## src/verilog/ffp_fan_ramp_defs.vh

```
// Purpose: constants of the filtered fan pwm ramp block
// Assumes: 40 MHz aclk, byte address of a register is four times its index
// Notes:   Function
// Function
// - each pwm period is split into 240 equal slots, the smallest step
// - a 33 percent setting gives 80 slots high and 160 slots low
// - filter bits 6:5 pick step 1, 2, 4 or 8 slots
// - filtered mode raises held duty by step when new duty is higher
// - filtered mode lowers held duty by step when new duty is lower
// - adjusted duty is stored, used for next compare and drives pwm
// - one compare and adjustment per completed temperature measurement
// - filter bits 4:2 select adc sample rate, reset code 100
// - update rates 0.0625 to 8 per second, ascending with the code
// - filter bit 7 set suppresses fan spin-up, resets to 0
// - filtering applies only while filter bit 0 is 1, resets to 0
// - with filtering off each new duty goes straight to the output
`ifndef FFP_FAN_RAMP_DEFS_VH
`define FFP_FAN_RAMP_DEFS_VH

// ---------------------------------------------------------------------
// timing
// ---------------------------------------------------------------------
`define FFP_CLK_MHZ          40
`define FFP_PWM_PERIOD_US    32000
`define FFP_SLOTS            240
`define FFP_SLOTS_W          8'hF0
`define FFP_SLOT_CYC         ((`FFP_PWM_PERIOD_US * `FFP_CLK_MHZ) / `FFP_SLOTS)
`define FFP_UPD_FAST_MS      125
`define FFP_UPD_FAST_CYC     (`FFP_UPD_FAST_MS * 1000 * `FFP_CLK_MHZ)
`define FFP_SPINUP_MS        2000
`define FFP_SPINUP_CYC       (`FFP_SPINUP_MS * 1000 * `FFP_CLK_MHZ)
`define FFP_RATE_MAX         3'h7

// ---------------------------------------------------------------------
// register indexes (byte address = index * 4)
// ---------------------------------------------------------------------
`define FFP_IDX_FILTER       6'h23
`define FFP_IDX_CTRL         6'h28
`define FFP_IDX_STAT         6'h29

// ---------------------------------------------------------------------
// filter register fields and reset
// ---------------------------------------------------------------------
`define FFP_FILT_RST         8'h10
`define FFP_FILT_WMASK       8'hFD
`define FFP_FB_SPIN_DIS      7
`define FFP_FB_RAMP_HI       6
`define FFP_FB_RAMP_LO       5
`define FFP_FB_RATE_HI       4
`define FFP_FB_RATE_LO       2
`define FFP_FB_FILT_EN       0

// ---------------------------------------------------------------------
// control and status fields
// ---------------------------------------------------------------------
`define FFP_CB_AUTO_EN       0
`define FFP_CB_MAN_HI        15
`define FFP_CB_MAN_LO        8
`define FFP_SB_SPINNING      8
`define FFP_SB_AUTO          9

// ---------------------------------------------------------------------
// bus answers
// ---------------------------------------------------------------------
`define FFP_RESP_OKAY        2'h0
`define FFP_RESP_SLVERR      2'h2

`endif

```

## src/verilog/unused_placeholder_none.v

```verilog
`default_nettype none
`default_nettype wire
```

## src/verilog/ffp_fan_ramp.v

```verilog
// Purpose: filtered-mode slew limiter for the automatic fan pwm loop
// Assumes: target duty and measurement strobe come from same-clock logic
// Notes:   registers over axi4-lite, filter register at index 0x23
//
// Added by the designer: the AXI4-Lite interface to the registers.
`include "ffp_fan_ramp_defs.vh"
`default_nettype none

module ffp_fan_ramp #(
    parameter SLOT_CYC     = `FFP_SLOT_CYC,
    parameter UPD_FAST_CYC = `FFP_UPD_FAST_CYC,
    parameter SPINUP_CYC   = `FFP_SPINUP_CYC
) (
    input  wire        aclk,
    input  wire        aresetn,
    input  wire        s_axi_awvalid,
    output reg         s_axi_awready,
    input  wire [7:0]  s_axi_awaddr,
    input  wire [2:0]  s_axi_awprot,
    input  wire        s_axi_wvalid,
    output reg         s_axi_wready,
    input  wire [31:0] s_axi_wdata,
    input  wire [3:0]  s_axi_wstrb,
    output reg         s_axi_bvalid,
    input  wire        s_axi_bready,
    output reg  [1:0]  s_axi_bresp,
    input  wire        s_axi_arvalid,
    output reg         s_axi_arready,
    input  wire [7:0]  s_axi_araddr,
    input  wire [2:0]  s_axi_arprot,
    output reg         s_axi_rvalid,
    input  wire        s_axi_rready,
    output reg  [31:0] s_axi_rdata,
    output reg  [1:0]  s_axi_rresp,
    input  wire        meas_done,
    input  wire [7:0]  new_duty,
    output reg         meas_req,
    output wire        pwm_out
);

    // -----------------------------------------------------------------
    // register state
    // -----------------------------------------------------------------
    reg  [7:0]  filt_r;
    reg         auto_en_r;
    reg  [7:0]  man_duty_r;
    reg  [7:0]  held_r;
    reg         spinning_r;
    reg  [31:0] spin_cnt_r;
    reg  [31:0] upd_cnt_r;
    reg  [7:0]  drive_r;

    wire        spin_dis = filt_r[`FFP_FB_SPIN_DIS];
    wire [1:0]  ramp_code = filt_r[`FFP_FB_RAMP_HI:`FFP_FB_RAMP_LO];
    wire [2:0]  rate_code = filt_r[`FFP_FB_RATE_HI:`FFP_FB_RATE_LO];
    wire        filt_en = filt_r[`FFP_FB_FILT_EN];

    // -----------------------------------------------------------------
    // write channel
    // -----------------------------------------------------------------
    reg         aw_got_r;
    reg  [5:0]  aw_idx_r;
    reg         w_got_r;
    reg  [31:0] w_data_r;
    reg  [3:0]  w_strb_r;
    reg         aw_got_nxt;
    reg         w_got_nxt;
    reg         bvalid_nxt;
    wire        aw_hs = s_axi_awvalid && s_axi_awready;
    wire        w_hs = s_axi_wvalid && s_axi_wready;
    wire        do_wr = aw_got_r && w_got_r && !s_axi_bvalid;
    wire        wr_filt = (aw_idx_r == `FFP_IDX_FILTER);
    wire        wr_ctrl = (aw_idx_r == `FFP_IDX_CTRL);
    wire        wr_stat = (aw_idx_r == `FFP_IDX_STAT);
    wire        wr_hit = wr_filt || wr_ctrl || wr_stat;

    always @*
    begin
        aw_got_nxt = aw_got_r;
        w_got_nxt  = w_got_r;
        bvalid_nxt = s_axi_bvalid;
        if (aw_hs)
            aw_got_nxt = 1'b1;
        if (w_hs)
            w_got_nxt = 1'b1;
        if (do_wr)
        begin
            aw_got_nxt = 1'b0;
            w_got_nxt  = 1'b0;
            bvalid_nxt = 1'b1;
        end
        else if (s_axi_bvalid && s_axi_bready)
            bvalid_nxt = 1'b0;
    end

    always @(posedge aclk)
    begin
        if (!aresetn)
        begin
            aw_got_r      <= 1'b0;
            aw_idx_r      <= 6'h00;
            w_got_r       <= 1'b0;
            w_data_r      <= 32'h0000_0000;
            w_strb_r      <= 4'h0;
            s_axi_awready <= 1'b0;
            s_axi_wready  <= 1'b0;
            s_axi_bvalid  <= 1'b0;
            s_axi_bresp   <= `FFP_RESP_OKAY;
        end
        else
        begin
            aw_got_r      <= aw_got_nxt;
            w_got_r       <= w_got_nxt;
            s_axi_bvalid  <= bvalid_nxt;
            s_axi_awready <= !aw_got_nxt && !bvalid_nxt;
            s_axi_wready  <= !w_got_nxt && !bvalid_nxt;
            if (aw_hs)
                aw_idx_r <= s_axi_awaddr[7:2];
            if (w_hs)
            begin
                w_data_r <= s_axi_wdata;
                w_strb_r <= s_axi_wstrb;
            end
            if (do_wr)
                s_axi_bresp <= wr_hit ? `FFP_RESP_OKAY : `FFP_RESP_SLVERR;
        end
    end

    // -----------------------------------------------------------------
    // software registers
    // -----------------------------------------------------------------
    always @(posedge aclk)
    begin
        if (!aresetn)
        begin
            filt_r     <= `FFP_FILT_RST;
            auto_en_r  <= 1'b0;
            man_duty_r <= 8'h00;
        end
        else if (do_wr)
        begin
            if (wr_filt && w_strb_r[0])
                filt_r <= w_data_r[7:0] & `FFP_FILT_WMASK;
            if (wr_ctrl && w_strb_r[0])
                auto_en_r <= w_data_r[`FFP_CB_AUTO_EN];
            if (wr_ctrl && w_strb_r[1])
                man_duty_r <= w_data_r[`FFP_CB_MAN_HI:`FFP_CB_MAN_LO];
        end
    end

    // -----------------------------------------------------------------
    // read channel
    // -----------------------------------------------------------------
    reg  [31:0] rd_mux;
    reg  [1:0]  rd_resp;
    wire [5:0]  ar_idx = s_axi_araddr[7:2];
    wire        ar_hs = s_axi_arvalid && s_axi_arready;

    always @*
    begin
        rd_mux  = 32'h0000_0000;
        rd_resp = `FFP_RESP_OKAY;
        case (ar_idx)
            `FFP_IDX_FILTER:
                rd_mux[7:0] = filt_r;
            `FFP_IDX_CTRL:
            begin
                rd_mux[`FFP_CB_AUTO_EN] = auto_en_r;
                rd_mux[`FFP_CB_MAN_HI:`FFP_CB_MAN_LO] = man_duty_r;
            end
            `FFP_IDX_STAT:
            begin
                rd_mux[7:0] = held_r;
                rd_mux[`FFP_SB_SPINNING] = spinning_r;
                rd_mux[`FFP_SB_AUTO] = auto_en_r;
            end
            default:
                rd_resp = `FFP_RESP_SLVERR;
        endcase
    end

    always @(posedge aclk)
    begin
        if (!aresetn)
        begin
            s_axi_arready <= 1'b0;
            s_axi_rvalid  <= 1'b0;
            s_axi_rdata   <= 32'h0000_0000;
            s_axi_rresp   <= `FFP_RESP_OKAY;
        end
        else
        begin
            if (ar_hs)
            begin
                s_axi_rvalid  <= 1'b1;
                s_axi_rdata   <= rd_mux;
                s_axi_rresp   <= rd_resp;
                s_axi_arready <= 1'b0;
            end
            else if (s_axi_rvalid && s_axi_rready)
            begin
                s_axi_rvalid  <= 1'b0;
                s_axi_arready <= 1'b1;
            end
            else
                s_axi_arready <= !s_axi_rvalid;
        end
    end

    // -----------------------------------------------------------------
    // measurement cadence
    // -----------------------------------------------------------------
    // fastest code gives 8 updates/s, each lower code halves the rate
    wire [2:0]  rate_shift = `FFP_RATE_MAX - rate_code;
    wire [31:0] upd_period = UPD_FAST_CYC[31:0] << rate_shift;
    wire        upd_end = (upd_cnt_r >= upd_period - 32'h0000_0001);

    always @(posedge aclk)
    begin
        if (!aresetn)
        begin
            upd_cnt_r <= 32'h0000_0000;
            meas_req  <= 1'b0;
        end
        else if (!auto_en_r)
        begin
            upd_cnt_r <= 32'h0000_0000;
            meas_req  <= 1'b0;
        end
        else
        begin
            upd_cnt_r <= upd_end ? 32'h0000_0000 : upd_cnt_r + 32'h0000_0001;
            meas_req  <= upd_end;
        end
    end

    // -----------------------------------------------------------------
    // ramp step
    // -----------------------------------------------------------------
    reg  [7:0]  step;
    reg  [7:0]  held_nxt;
    reg  [7:0]  tgt;
    reg  [7:0]  diff;

    always @*
    begin
        case (ramp_code)
            2'h0:    step = 8'h01;
            2'h1:    step = 8'h02;
            2'h2:    step = 8'h04;
            2'h3:    step = 8'h08;
            default: step = 8'h01;
        endcase
        // targets beyond a full period are treated as full on
        tgt  = (new_duty > `FFP_SLOTS_W) ? `FFP_SLOTS_W : new_duty;
        diff = 8'h00;
        held_nxt = held_r;
        if (!filt_en)
            held_nxt = tgt;
        else if (tgt > held_r)
        begin
            diff = tgt - held_r;
            held_nxt = held_r + ((diff < step) ? diff : step);
        end
        else if (tgt < held_r)
        begin
            diff = held_r - tgt;
            held_nxt = held_r - ((diff < step) ? diff : step);
        end
    end

    // -----------------------------------------------------------------
    // held duty and spin-up
    // -----------------------------------------------------------------
    wire        take = auto_en_r && meas_done;
    wire        start_fan = take && (held_r == 8'h00) && (held_nxt != 8'h00);
    wire [7:0]  man_clip = (man_duty_r > `FFP_SLOTS_W) ? `FFP_SLOTS_W
                                                        : man_duty_r;

    always @(posedge aclk)
    begin
        if (!aresetn)
        begin
            held_r     <= 8'h00;
            spinning_r <= 1'b0;
            spin_cnt_r <= 32'h0000_0000;
        end
        else
        begin
            if (take)
                held_r <= held_nxt;
            if (start_fan && !spin_dis)
            begin
                spinning_r <= 1'b1;
                spin_cnt_r <= SPINUP_CYC[31:0] - 32'h0000_0001;
            end
            else if (spinning_r)
            begin
                // a stop request or disabled spin-up ends the kick early
                if (spin_cnt_r == 32'h0000_0000 || spin_dis || !auto_en_r
                    || (take && held_nxt == 8'h00))
                    spinning_r <= 1'b0;
                spin_cnt_r <= spin_cnt_r - 32'h0000_0001;
            end
        end
    end

    // -----------------------------------------------------------------
    // pwm drive
    // -----------------------------------------------------------------
    always @(posedge aclk)
    begin
        if (!aresetn)
            drive_r <= 8'h00;
        else if (!auto_en_r)
            drive_r <= man_clip;
        else if (spinning_r)
            drive_r <= `FFP_SLOTS_W;
        else
            drive_r <= held_r;
    end

    ffp_pwm_gen #(
        .SLOT_CYC (SLOT_CYC)
    ) u_pwm (
        .aclk    (aclk),
        .aresetn (aresetn),
        .duty    (drive_r),
        .pwm_out (pwm_out)
    );

endmodule

`default_nettype wire

```

## src/verilog/ffp_pwm_gen.v

```verilog
// Purpose: pwm waveform with a period of 240 equal slots
// Assumes: duty in slots, 0 to 240, sampled at each period start
// Notes:   output is registered
`include "ffp_fan_ramp_defs.vh"
`default_nettype none

module ffp_pwm_gen #(
    parameter SLOT_CYC = `FFP_SLOT_CYC
) (
    input  wire       aclk,
    input  wire       aresetn,
    input  wire [7:0] duty,
    output reg        pwm_out
);

    // -----------------------------------------------------------------
    // slot timing
    // -----------------------------------------------------------------
    reg [15:0] cyc_r;
    reg [7:0]  slot_r;
    reg [7:0]  duty_r;
    wire       slot_end = (cyc_r == SLOT_CYC[15:0] - 16'h0001);
    wire       per_end  = slot_end && (slot_r == `FFP_SLOTS_W - 8'h01);

    always @(posedge aclk)
    begin
        if (!aresetn)
        begin
            cyc_r   <= 16'h0000;
            slot_r  <= 8'h00;
            duty_r  <= 8'h00;
            pwm_out <= 1'b0;
        end
        else
        begin
            cyc_r <= slot_end ? 16'h0000 : cyc_r + 16'h0001;
            if (per_end)
            begin
                slot_r <= 8'h00;
                // new duty only at a period edge, no runt pulses
                duty_r <= duty;
            end
            else if (slot_end)
                slot_r <= slot_r + 8'h01;
            // high for duty slots, low for the rest, e.g. 80 and 160
            pwm_out <= (slot_r < duty_r);
        end
    end

endmodule

`default_nettype wire

```

## config.mk

```make
export PLATFORM = sky130hd
export DESIGN_NAME = ffp_fan_ramp
export DESIGN_NICKNAME = d
export VERILOG_FILES = /design/src/verilog/unused_placeholder_none.v /design/src/verilog/ffp_fan_ramp.v /design/src/verilog/ffp_pwm_gen.v
export VERILOG_INCLUDE_DIRS = /design/src /design/src/verilog
export SDC_FILE = /design/constraint.sdc
export NUM_CORES = 1
export LEC_CHECK = 0
export BUFFER_PORTS_ARGS = -buffer_cell sky130_fd_sc_hd__buf_2
export CAP_MARGIN = 10
export CORE_MARGIN = 1
export CORE_UTILIZATION = 30
export DETAILED_ROUTE_END_ITERATION = 8
export HOLD_SLACK_MARGIN = 0.06
export MAX_ROUTING_LAYER = met4
export SETUP_SLACK_MARGIN = 0.2
export SYNTH_ARGS = -nofsm -noshare
export SYNTH_HDL_FRONTEND = slang
export SYNTH_HIERARCHICAL = 1
export SYNTH_SLANG_ARGS = --single-unit
```

## constraint.sdc

```tcl
create_clock -name aclk -period 8 [get_ports aclk]
set_input_delay 0.8 -clock aclk [delete_from_list [all_inputs] [get_ports aclk]]
set_output_delay 0.8 -clock aclk [all_outputs]
set_load 0.02 [all_outputs]
```

Word level (Yosys, flattened, before mapping)
Cells that the tools add are included.
- reduce and logical (&&, ||, !) cells: 47
- bitwise gates (word level): 2
- $lt $le $gt $ge: 8
- muxes and demuxes: 30
- equality and inequality tests: 11
- add/sub/neg operators: 10
- shift-type cells: 1
- operators with widths (kind ; count):
    $mux W8 ; 9
    $sub A32 B1 Y32 const B ; 2
    $mux W27 ; 2
    $eq A6 B6 Y1 const B ; 6
    $add A32 B1 Y32 const B ; 1
    $ge A32 B32 Y1 ; 1
    $logic_not A32 Y1 ; 1
    $lt A8 B8 Y1 ; 4
    $pmux W8 S4 ; 1
    $shl A23 B3 Y32 const A ; 1
    $sub A8 B8 Y8 ; 3
    $logic_and A1 B1 Y1 ; 18
    $add A16 B1 Y16 const B ; 1
    $eq A16 B13 Y1 const B ; 1
    $gt A8 B8 Y1 const B ; 2
    $logic_not A8 Y1 ; 2
    $pmux W7 S2 ; 1
    $mux W1 ; 12
    $add A8 B1 Y8 const B ; 1
    $add A8 B8 Y8 ; 1
    $eq A8 B8 Y1 const B ; 1
    $gt A8 B8 Y1 ; 1
    $reduce_and A2 Y1 ; 4
    $reduce_bool A8 Y1 ; 1
    14 further kinds ; 32
- output and inout bits: 43
- flip-flop bits (word level): 182
- input port bits: 74
- word-level logic and storage cells: 136

Depth between registers and ports, before layout
Gate-level depths: netlist (run 1).
- depth in word-level cells: 15
- gate-level depth with buffers: 25

Hierarchy
The synthesis (run 1) kept the hierarchy.
- by module, submodules not included (module ; sequential area each (um^2) ; area each (um^2) ; times used ; cells an instance):
    ffp_fan_ramp ; 2922.8 ; 8892.3 ; 1 ; 1038
    ffp_pwm_gen ; 660.6 ; 1689.1 ; 1 ; 198

Worst setup path before layout (run 1)
OpenSTA, ideal clock, no wires.
- path type: input to register
- start point: input new_duty[7]
- end point: register spin_cnt_r[17]
- cell stages on the path: 23
- arrival time: 5.465 ns
- setup time: 0.141 ns
- path slack: 2.394 ns
- required time: 7.859 ns
- path through: nand4_1 > nand2_1 > ha_1 > inv_1 > fa_1 > nand3_1 > nand2_1 > a21o_1 > a21o_1 > xor2_1 > or3_1 > a21oi_2 > mux2_1 > fa_1 > a211oi_1 > o21bai_1 > a211oi_1 > a211oi_1 > a221oi_1 > nor3_2 > a21oi_4 > buf_6 > nor3_2
- word-level cells in the longest chain between the ends: 13
- elaborated cells between the ends (all ways): 19
- those cells by class: add/sub: 4; order compare: 5; mux: 6; reduce/logical: 4
- ends and longest elaborated chain (what ; line ; source):
    start: declaration ; ffp_fan_ramp.v:36 ; input wire [7:0] new_duty,
    $gt A8 B8 Y1 (no line) ; -- ;
    $mux W8 * ; ffp_fan_ramp.v:255 ; tgt = (new_duty > `FFP_SLOTS_W) ? `FFP_SLOTS_W : new_duty;
    $sub A8 B8 Y8 ; ffp_fan_ramp.v:267 ; diff = held_r - tgt;
    $lt A8 B8 Y1 ; ffp_fan_ramp.v:268 ; held_nxt = held_r - ((diff < step) ? diff : step);
    $mux W8 ; ffp_fan_ramp.v:268 ;
    $sub A8 B8 Y8 ; ffp_fan_ramp.v:268 ;
    $mux W8 ; ffp_fan_ramp.v:265 ; else if (tgt < held_r)
    $mux W8 ; ffp_fan_ramp.v:260 ; else if (tgt > held_r)
    $mux W8 * ; ffp_fan_ramp.v:258 ; if (!filt_en)
    $reduce_bool A8 Y1 * ; ffp_fan_ramp.v:276 ; wire start_fan = take && (held_r == 8'h00) && (held_nxt != 8'h00);
    $logic_and A1 B1 Y1 * ; ffp_fan_ramp.v:276 ;
    $logic_and A1 B1 Y1 * ; ffp_fan_ramp.v:292 ; if (start_fan && !spin_dis)
    $reduce_or A2 Y1 (no line) * ; -- ;
    end signal: assignment ; ffp_fan_ramp.v:295 ; spin_cnt_r <= SPINUP_CYC[31:0] - 32'h0000_0001;
    end signal: assignment ; ffp_fan_ramp.v:303 ; spin_cnt_r <= spin_cnt_r - 32'h0000_0001;
    end: declaration ; ffp_fan_ramp.v:49 ; reg [31:0] spin_cnt_r;
Mark *: on every way between the ends. The rest lies on a longest branch, timed or not.
A chain may end at the register's enable or synchronous reset.

Worst setup path after layout (run 1)
- start point: input new_duty[5]
- end point: register spin_cnt_r[22]
- word-level cells in the longest chain between the ends: 13
- elaborated cells between the ends (all ways): 20
- those cells by class: add/sub: 4; order compare: 5; mux: 7; reduce/logical: 4
- ends and longest elaborated chain (what ; line):
    $gt A8 B8 Y1 (no line) ; --
    $mux W8 * ; ffp_fan_ramp.v:255
    $sub A8 B8 Y8 ; ffp_fan_ramp.v:267
    $lt A8 B8 Y1 ; ffp_fan_ramp.v:268
    $mux W8 ; ffp_fan_ramp.v:268
    $sub A8 B8 Y8 ; ffp_fan_ramp.v:268
    $mux W8 ; ffp_fan_ramp.v:265
    $mux W8 ; ffp_fan_ramp.v:260
    $mux W8 * ; ffp_fan_ramp.v:258
    $reduce_bool A8 Y1 * ; ffp_fan_ramp.v:276
    $logic_and A1 B1 Y1 * ; ffp_fan_ramp.v:276
    $logic_and A1 B1 Y1 * ; ffp_fan_ramp.v:292
    $mux W27 or $reduce_bool A2 Y1 (tied branches) ; --
Marks and branches as above.

==> results.cfg, run 1 <==
[synthesis]
synth_area_um2 = 10580
synthArstFlopShare_pct = 0
yosys_warnings = 6
synth_compound_gate_area_share_pct = 16.15
synthAdderAreaFrac_pct = 10.22
synth_edf_count = 0
ys_ff_latch = 179
synth_top_cell_by_area = dfxtp_1
syn_avg_cell_area_um2 = 8.561
netlist_top_cells_area = dfxtp_1 34%, ha_1 9.5%, nor2_1 4.5%
synth_xor_area_share_pct = 7.449
synth_top_cell_area_share_pct = 33.87
synth_top_family_by_area = simple AND/OR/NAND/NOR gates
synth_ff_type = dfxtp_1
synthMuxAreaShare_pct = 3.488
synth-seq-area-share_pct = 33.87
synth_simple_gate_area_share_pct = 22.51
synth_cells = 1236
ys_types = 86

[hold_path]
worst_hold_path.num_cells = 2
hp-class = reg2reg

[routing]
vias_per_cell = 4.892
wl_per_cell_um = 14.48
drc = 0
dr.pass1.iters = 5
first_iter_violations = 469
drt_wl_total_um = 25360
num_vias = 8566
antenna_left = 0

[placement]
place.gp.congestion = 0.8859
dp_hpwl_um = 19260
dpl_cell_area_um2 = 11190
io_buffers = 69

[clock_tree]
cts_hold_buf = 0
clk_latency_ns = 0.43
cts_root_buf = clkbuf_16
cts_tree = yes
post_cts_buffers = 0
clk_pin_slew_ns = 0.07
cts_sinks = 179
cts-buffers-inserted = 17
cts.htree.levels = 4
clockBufferDepth = 2
cts_resized = 0

[die]
core_um2 = 34630
dieArea_um2 = 36030
die_y_um = 189.8
rows = 68
die_x_um = 189.8
initial_core_util_pct = 30.56
top_level_ports = 117

[global_route]
grt_usage_pct = 14.82
antenna_found_initial = 4
overflow = 0
grt_max_degree = 66
grt_pass1_vias = 8072
grt_pass1_wl_um = 41490

[timing]
min_period_ns = 6.293
rsz0062_at_grt = false
clock.fmax_ghz = 0.1589
tns_ns = 0
min_period_over_period_pct = 78.67
skew_ns = 0.008956
worst_pin_slew_ns = 1.091
max_slew_margin_pct = 27.18
setup_violations = 0
final_hold_viol_count = 0
slew_viol_final = 0

[worst_setup_path]
worstSetupStartpoint = new_duty[5]
r2r_end = spin_cnt_r[22]
ff2ff_setup_slack_ns = 1.85
worst-setup-path-type = in2reg
crit_fanout = 33
startpoint_type = input pin
end_kind = flop
r2r-start = held_r[1]
cp.required_ns = 8.37
crit_path_end = spin_cnt_r[22]
worstPathArrival_ns = 6.67
reg2regPathDepth = 20

[power]
irDropWorstVdd_mv = 0.1456
powerDensity_nw_per_um2 = 167.2
cellLeakagePower_uw = 0.004719

[status]
status = finished clean

[final_layout]
final_common_cell = dfxtp_1
syn_to_final_growth_pct = 12.19
fin_area_um2 = 11870
final_cell_mix = 179 x dfxtp_1, 126 x nor2_1, 112 x nand2_1
fillerInstances = 3586
nets = 1437
drive_above_1_share_pct = 12.62

[run]
max_cap_violations = 0
[Yosys cell counts (all sizes together) (5+ instances only)]
library cell  number
nor2b             13
a221oi             8
dfxtp            179
xor2              38
or4                7
or2                9
nand2b            10
mux2               7
mux2i             29
or3               12
nor4              17
nor3              54
xnor2             52
o21ai             27
a22o               7
o211ai             7
o2111ai            5
o31ai             10
and3              11
nor2             128
a21o              15
nand2            112
a21oi             94
nand3             39
and2               6
inv               58
o21a              21
clkbuf            45
a211oi            11
ha                80
nand4             27
buf               30
a31oi              9
[critical path, stage by stage]
cell,delay (ns)
buf_2,0.14
nand4_1,0.26
nand2_1,0.19
ha_1,0.16
inv_1,0.06
fa_1,0.41
nand3_1,0.18
nand2_1,0.14
a21o_1,0.20
a21o_1,0.20
xor2_1,0.14
or3_1,0.36
a21oi_2,0.33
mux2_1,0.42
fa_1,0.45
a211oi_1,0.35
o21bai_1,0.13
a211oi_1,0.25
a211oi_1,0.07
a221oi_1,0.48
nor3_2,0.16
a21oi_4,0.16
buf_4,0.41
o21a_1,0.20
[cell type report]
cell class	count	area, um2	area share [%]
Multi-Input combinational cell	947	6427	54.14
Sequential cell	179	3583	30.19
Tap cell	455	569.3	4.796
Clock buffer	21	470.5	3.963
Timing Repair Buffer	75	390.4	3.288
Inverter	59	221.5	1.866
Clock inverter	11	198.9	1.676
Antenna cell	4	10.01	0.08432
[state kept, by name (all words and copies together) (netlist names), 2 cells and up]
name	flops
held_r	8
u_pwm/slot_r	8
drive_r	8
s_axi_rdata	16
u_pwm/duty_r	8
aw_idx_r	6
w_strb_r	2
u_pwm/cyc_r	16
filt_r	7
man_duty_r	8
w_data_r	15
upd_cnt_r	32
spin_cnt_r	32
[routing by layer]
layer | global-route usage, % | share of wire, % | wire length [um] | vias to the layer above
li1 | - | - | - | 4415
met1 | 19.25 | 50 | 12610 | 4030
met2 | 23.72 | 47 | 11850 | 100
met3 | 2.232 | 2.3 | 581 | 21
met4 | 4.311 | 1.3 | 319 | 0
met5 | - | 0 | 0 | -
[report_power, final]
part           switching [uW]  internal, uW  leakage (uW)
logic                    88.7          46.5       0.00295
registers                9.20           903       0.00145
clock network             355           582      0.000321
[worst min path at each step]
| stage | from | to | slack (ns) |
|---|---|---|---|
| 2_1_floorplan | upd_cnt_r[0] | upd_cnt_r[0] | 0.43 |
| 3_3_place_gp | s_axi_rresp[1] | s_axi_rresp[1] | 0.44 |
| 3_5_place_dp | drive_r[2] | u_pwm/duty_r[2] | 0.44 |
| 4_1_cts | s_axi_rdata[1] | s_axi_rdata[1] | 0.45 |
| 5_1_grt | upd_cnt_r[0] | upd_cnt_r[0] | 0.48 |
| 6_report | drive_r[6] | u_pwm/duty_r[6] | 0.45 |
[metrics by stage]
step / util (%) / total power [uW] / setup WS (ns) / hold WS, ns / instances
5_1_grt: 34.28 / 2067 / 1.340 / 0.4757 / 1751
3_5_place_dp: 32.32 / 1069 / 1.261 / 0.4437 / 1715
3_3_place_gp: 32.32 / 1067 / 1.363 / 0.4425 / 1715
2_1_floorplan: - / 1035 / 2.394 / 0.4299 / 1260
6_report: 34.28 / 1985 / 1.707 / 0.4498 / 1751
4_1_cts: 34.25 / 2015 / 1.695 / 0.4535 / 1747
[logic make-up (layout without fill, tap and decap cells)]
kind of cell    after synthesis  in the layout
simple gates                462            462
compound gates              249            249
flops                       179            179
buf+inv                     134            166
xor+xnor                     90             90
fa+ha+maj                    84             84
mux                          36             36
other cells                   2             30
No activity file was read; power rests on OpenSTA's default activity.
==> run 2, diff against run 1 <==
ABC_AREA = 1   (was default)
clock period = 5.1 ns   (was 8 ns; I/O delays follow)
==> results.cfg, run 2 <==
[status]
status = complete, but fails checks
violations = design-rule violations

[routing]
drt_wl_total_um = 27690
dr.pass1.iters = 9
num_vias = 9973
antenna_left = 0
vias_per_cell = 4.676
first_iter_violations = 633
drc = 7
wl_per_cell_um = 12.98

[die]
dieArea_um2 = 37230
die_x_um = 192.9
top_level_ports = 117
rows = 69
core_um2 = 35740
initial_core_util_pct = 30.60
die_y_um = 192.9

[timing]
rsz0062_at_grt = false
slew_viol_final = 0
final_hold_viol_count = 0
min_period_ns = 4.663
setup_ws_ns = 0.4369
max_slew_margin_pct = 33.83
clock.fmax_ghz = 0.2145
min_period_over_period_pct = 91.43
worst_pin_slew_ns = 0.9901
tns_ns = 0
skew_ns = 0.01356
setup_violations = 0

[final_layout]
seq_area_um2 = 3583
multiInputGateArea_um2 = 6447
final_cell_mix = 281 x nand2_1, 204 x inv_1, 187 x nor2_1
nets = 1817
drive_above_1_share_pct = 14.17
final_cells = 2133
fillerInstances = 3839
final_common_cell = nand2_1
fin_area_um2 = 12760
antenna_cells = 0
reg_top3 = spin_cnt_r (32), upd_cnt_r (32)
syn_to_final_growth_pct = 16.69

[global_route]
grt_max_degree = 80
overflow = 0
grt_pass1_wl_um = 45030
grt_usage_pct = 15.70
grt_pass1_vias = 9203
antenna_found_initial = 0

[worst_setup_path]
worst-setup-path-type = in2reg
cp.required_ns = 5.41
end_kind = flop
worstPathArrival_ns = 4.97
r2r-start = held_r[1]
cp_slowest_cell = fa_2
path_common_cell = inv_1
worstSetupStartpoint = new_duty[7]
ff2ff_setup_slack_ns = 0.58
critPathMaxStageDelay_ns = 0.55
startpoint_type = input pin
crit_fanout = 7

[synthesis]
yosysMostFrequentCell = nand2_1
netlist_top_cells_area = dfxtp_1 33%, nand2_1 9.8%, ha_1 9.2%
ys_ff_latch = 179
synth_commonest_cells = 287 x nand2_1, 207 x inv_1, 191 x nor2_1, 179 x dfxtp_1, 120 x a21oi_1
ys_types = 52
synthArstFlopShare_pct = 0
synth_ff_type = dfxtp_1
synth-seq-area-share_pct = 32.76
synth_area_um2 = 10940
synth_top_cell_area_share_pct = 32.76
synth_edf_count = 0
yosys_warnings = 6
syn_avg_cell_area_um2 = 7.043
synth_cells = 1553
synth_top_cell_by_area = dfxtp_1

[placement]
io_buffers = 69
dp.cells = 2100
place_ws_ns = -0.2180
place.gp.congestion = 0.8855
dp_hpwl_um = 21280
dpl_cell_area_um2 = 11990

[clock_tree]
cts_root_buf = clkbuf_16
clockBufferDepth = 2
cts-buffers-inserted = 17
clk_pin_slew_ns = 0.07
cts_tree = yes
cts_sinks = 179
clk_latency_ns = 0.44
cts.htree.levels = 4

[run]
max_cap_violations = 0

[power]
cellLeakagePower_uw = 0.005677
irDropWorstVdd_mv = 0.2500
p_seq_share_pct = 46.7
powerDensity_nw_per_um2 = 240.8
p_int_uw = 2266
combPwrFrac_pct = 8.4
switchingPower_uw = 807.7
p_clk_share_pct = 44.8
power.share.switching_pct = 26.28

[hold_path]
hold_start = s_axi_awaddr[6]
hp-class = in2reg
-- run 2: cell count changes after synthesis, moves of 33 or more --
| cell | previous run | this run |
|---|---|---|
| a21oi_1 | 87 | 120 |
| inv_1 | 57 | 207 |
| nand2_1 | 112 | 287 |
| nand3_1 | 39 | 93 |
| nor2_1 | 126 | 191 |
| o21ai_0 | 25 | 73 |
-- run 2: power by group through the flow --
stage / combinational (uW) / clock, uW / sequential, uW
floorplan: 167 / 0 / 1470
global placement: 247 / 0 / 1470
detailed placement: 250 / 0 / 1470
CTS: 251 / 1420 / 1440
global route: 292 / 1470 / 1440
finish: 259 / 1380 / 1440
-- run 2: what timing repair did --
| action | CTS | global route |
|---|---|---|
| setup buffers | 0 | 1 |
| hold buffers | 0 | 0 |
| endpoints found under the setup margin | 0 | 34 |
| endpoints found under the hold margin | 0 | 0 |
| resized for setup | 0 | 46 |
-- run 2: path summary, 6_finish.rpt --
path / end / cells past startpoint
min: aw_idx_r[4] / 3
max: spin_cnt_r[22] / 30
min reg2reg: s_axi_wready / 1
max reg2reg: spin_cnt_r[22] / 22
-- run 2: logic make-up (layout without fill, tap and decap cells) --
logic type	after synthesis	count (layout)	synth area share [%]
AOI/OAI and AO/OA	240	240	12.25
xor gates and xnor gates	76	76	6.086
adders and majority gates	84	84	9.883
buffers and inverters	273	368	10.39
DFF	179	179	32.76
other	2	26	0.06866
and+or+nand+nor	699	699	28.56
-- run 2: cell type report --
| class | instances | area share (%) |
|---|---|---|
| Clock buffer | 18 | 3.362 |
| Timing Repair Buffer | 117 | 5.617 |
| Sequential cell | 179 | 28.08 |
| Tap cell | 461 | 4.519 |
| Inverter | 219 | 6.441 |
| Clock inverter | 14 | 1.470 |
| Multi-Input combinational cell | 1125 | 50.51 |
-- run 2: worst max-delay path, delay by kind of cell --
kind | cells | cell delay, ns
AOI/OAI and AO/OA | 6 | 0.95
adders and majority gates | 5 | 1.57
buffers and inverters | 8 | 0.75
and+or+nand+nor | 11 | 1.18
-- run 2: layer usage --
layer / global-route usage (%) / vias to the layer above / part of all wire [%]
met4: 4.808 / 0 / 1.9
met1: 20.00 / 4538 / 47
met5: - / - / 0
li1: - / 5215 / -
met2: 25.30 / 195 / 46
met3: 2.661 / 25 / 4.7
-- run 2: stage by stage --
| stage | power [uW] | util [%] | hold slack (ns) |
|---|---|---|---|
| finish | 3073 | 35.71 | 0.3280 |
| global route | 3202 | 35.71 | 0.3262 |
| CTS | 3107 | 35.28 | 0.3016 |
| detailed placement | 1718 | 33.56 | 0.4181 |
| global placement | 1715 | 33.56 | 0.4152 |
| floorplan | 1640 | - | 0.3987 |
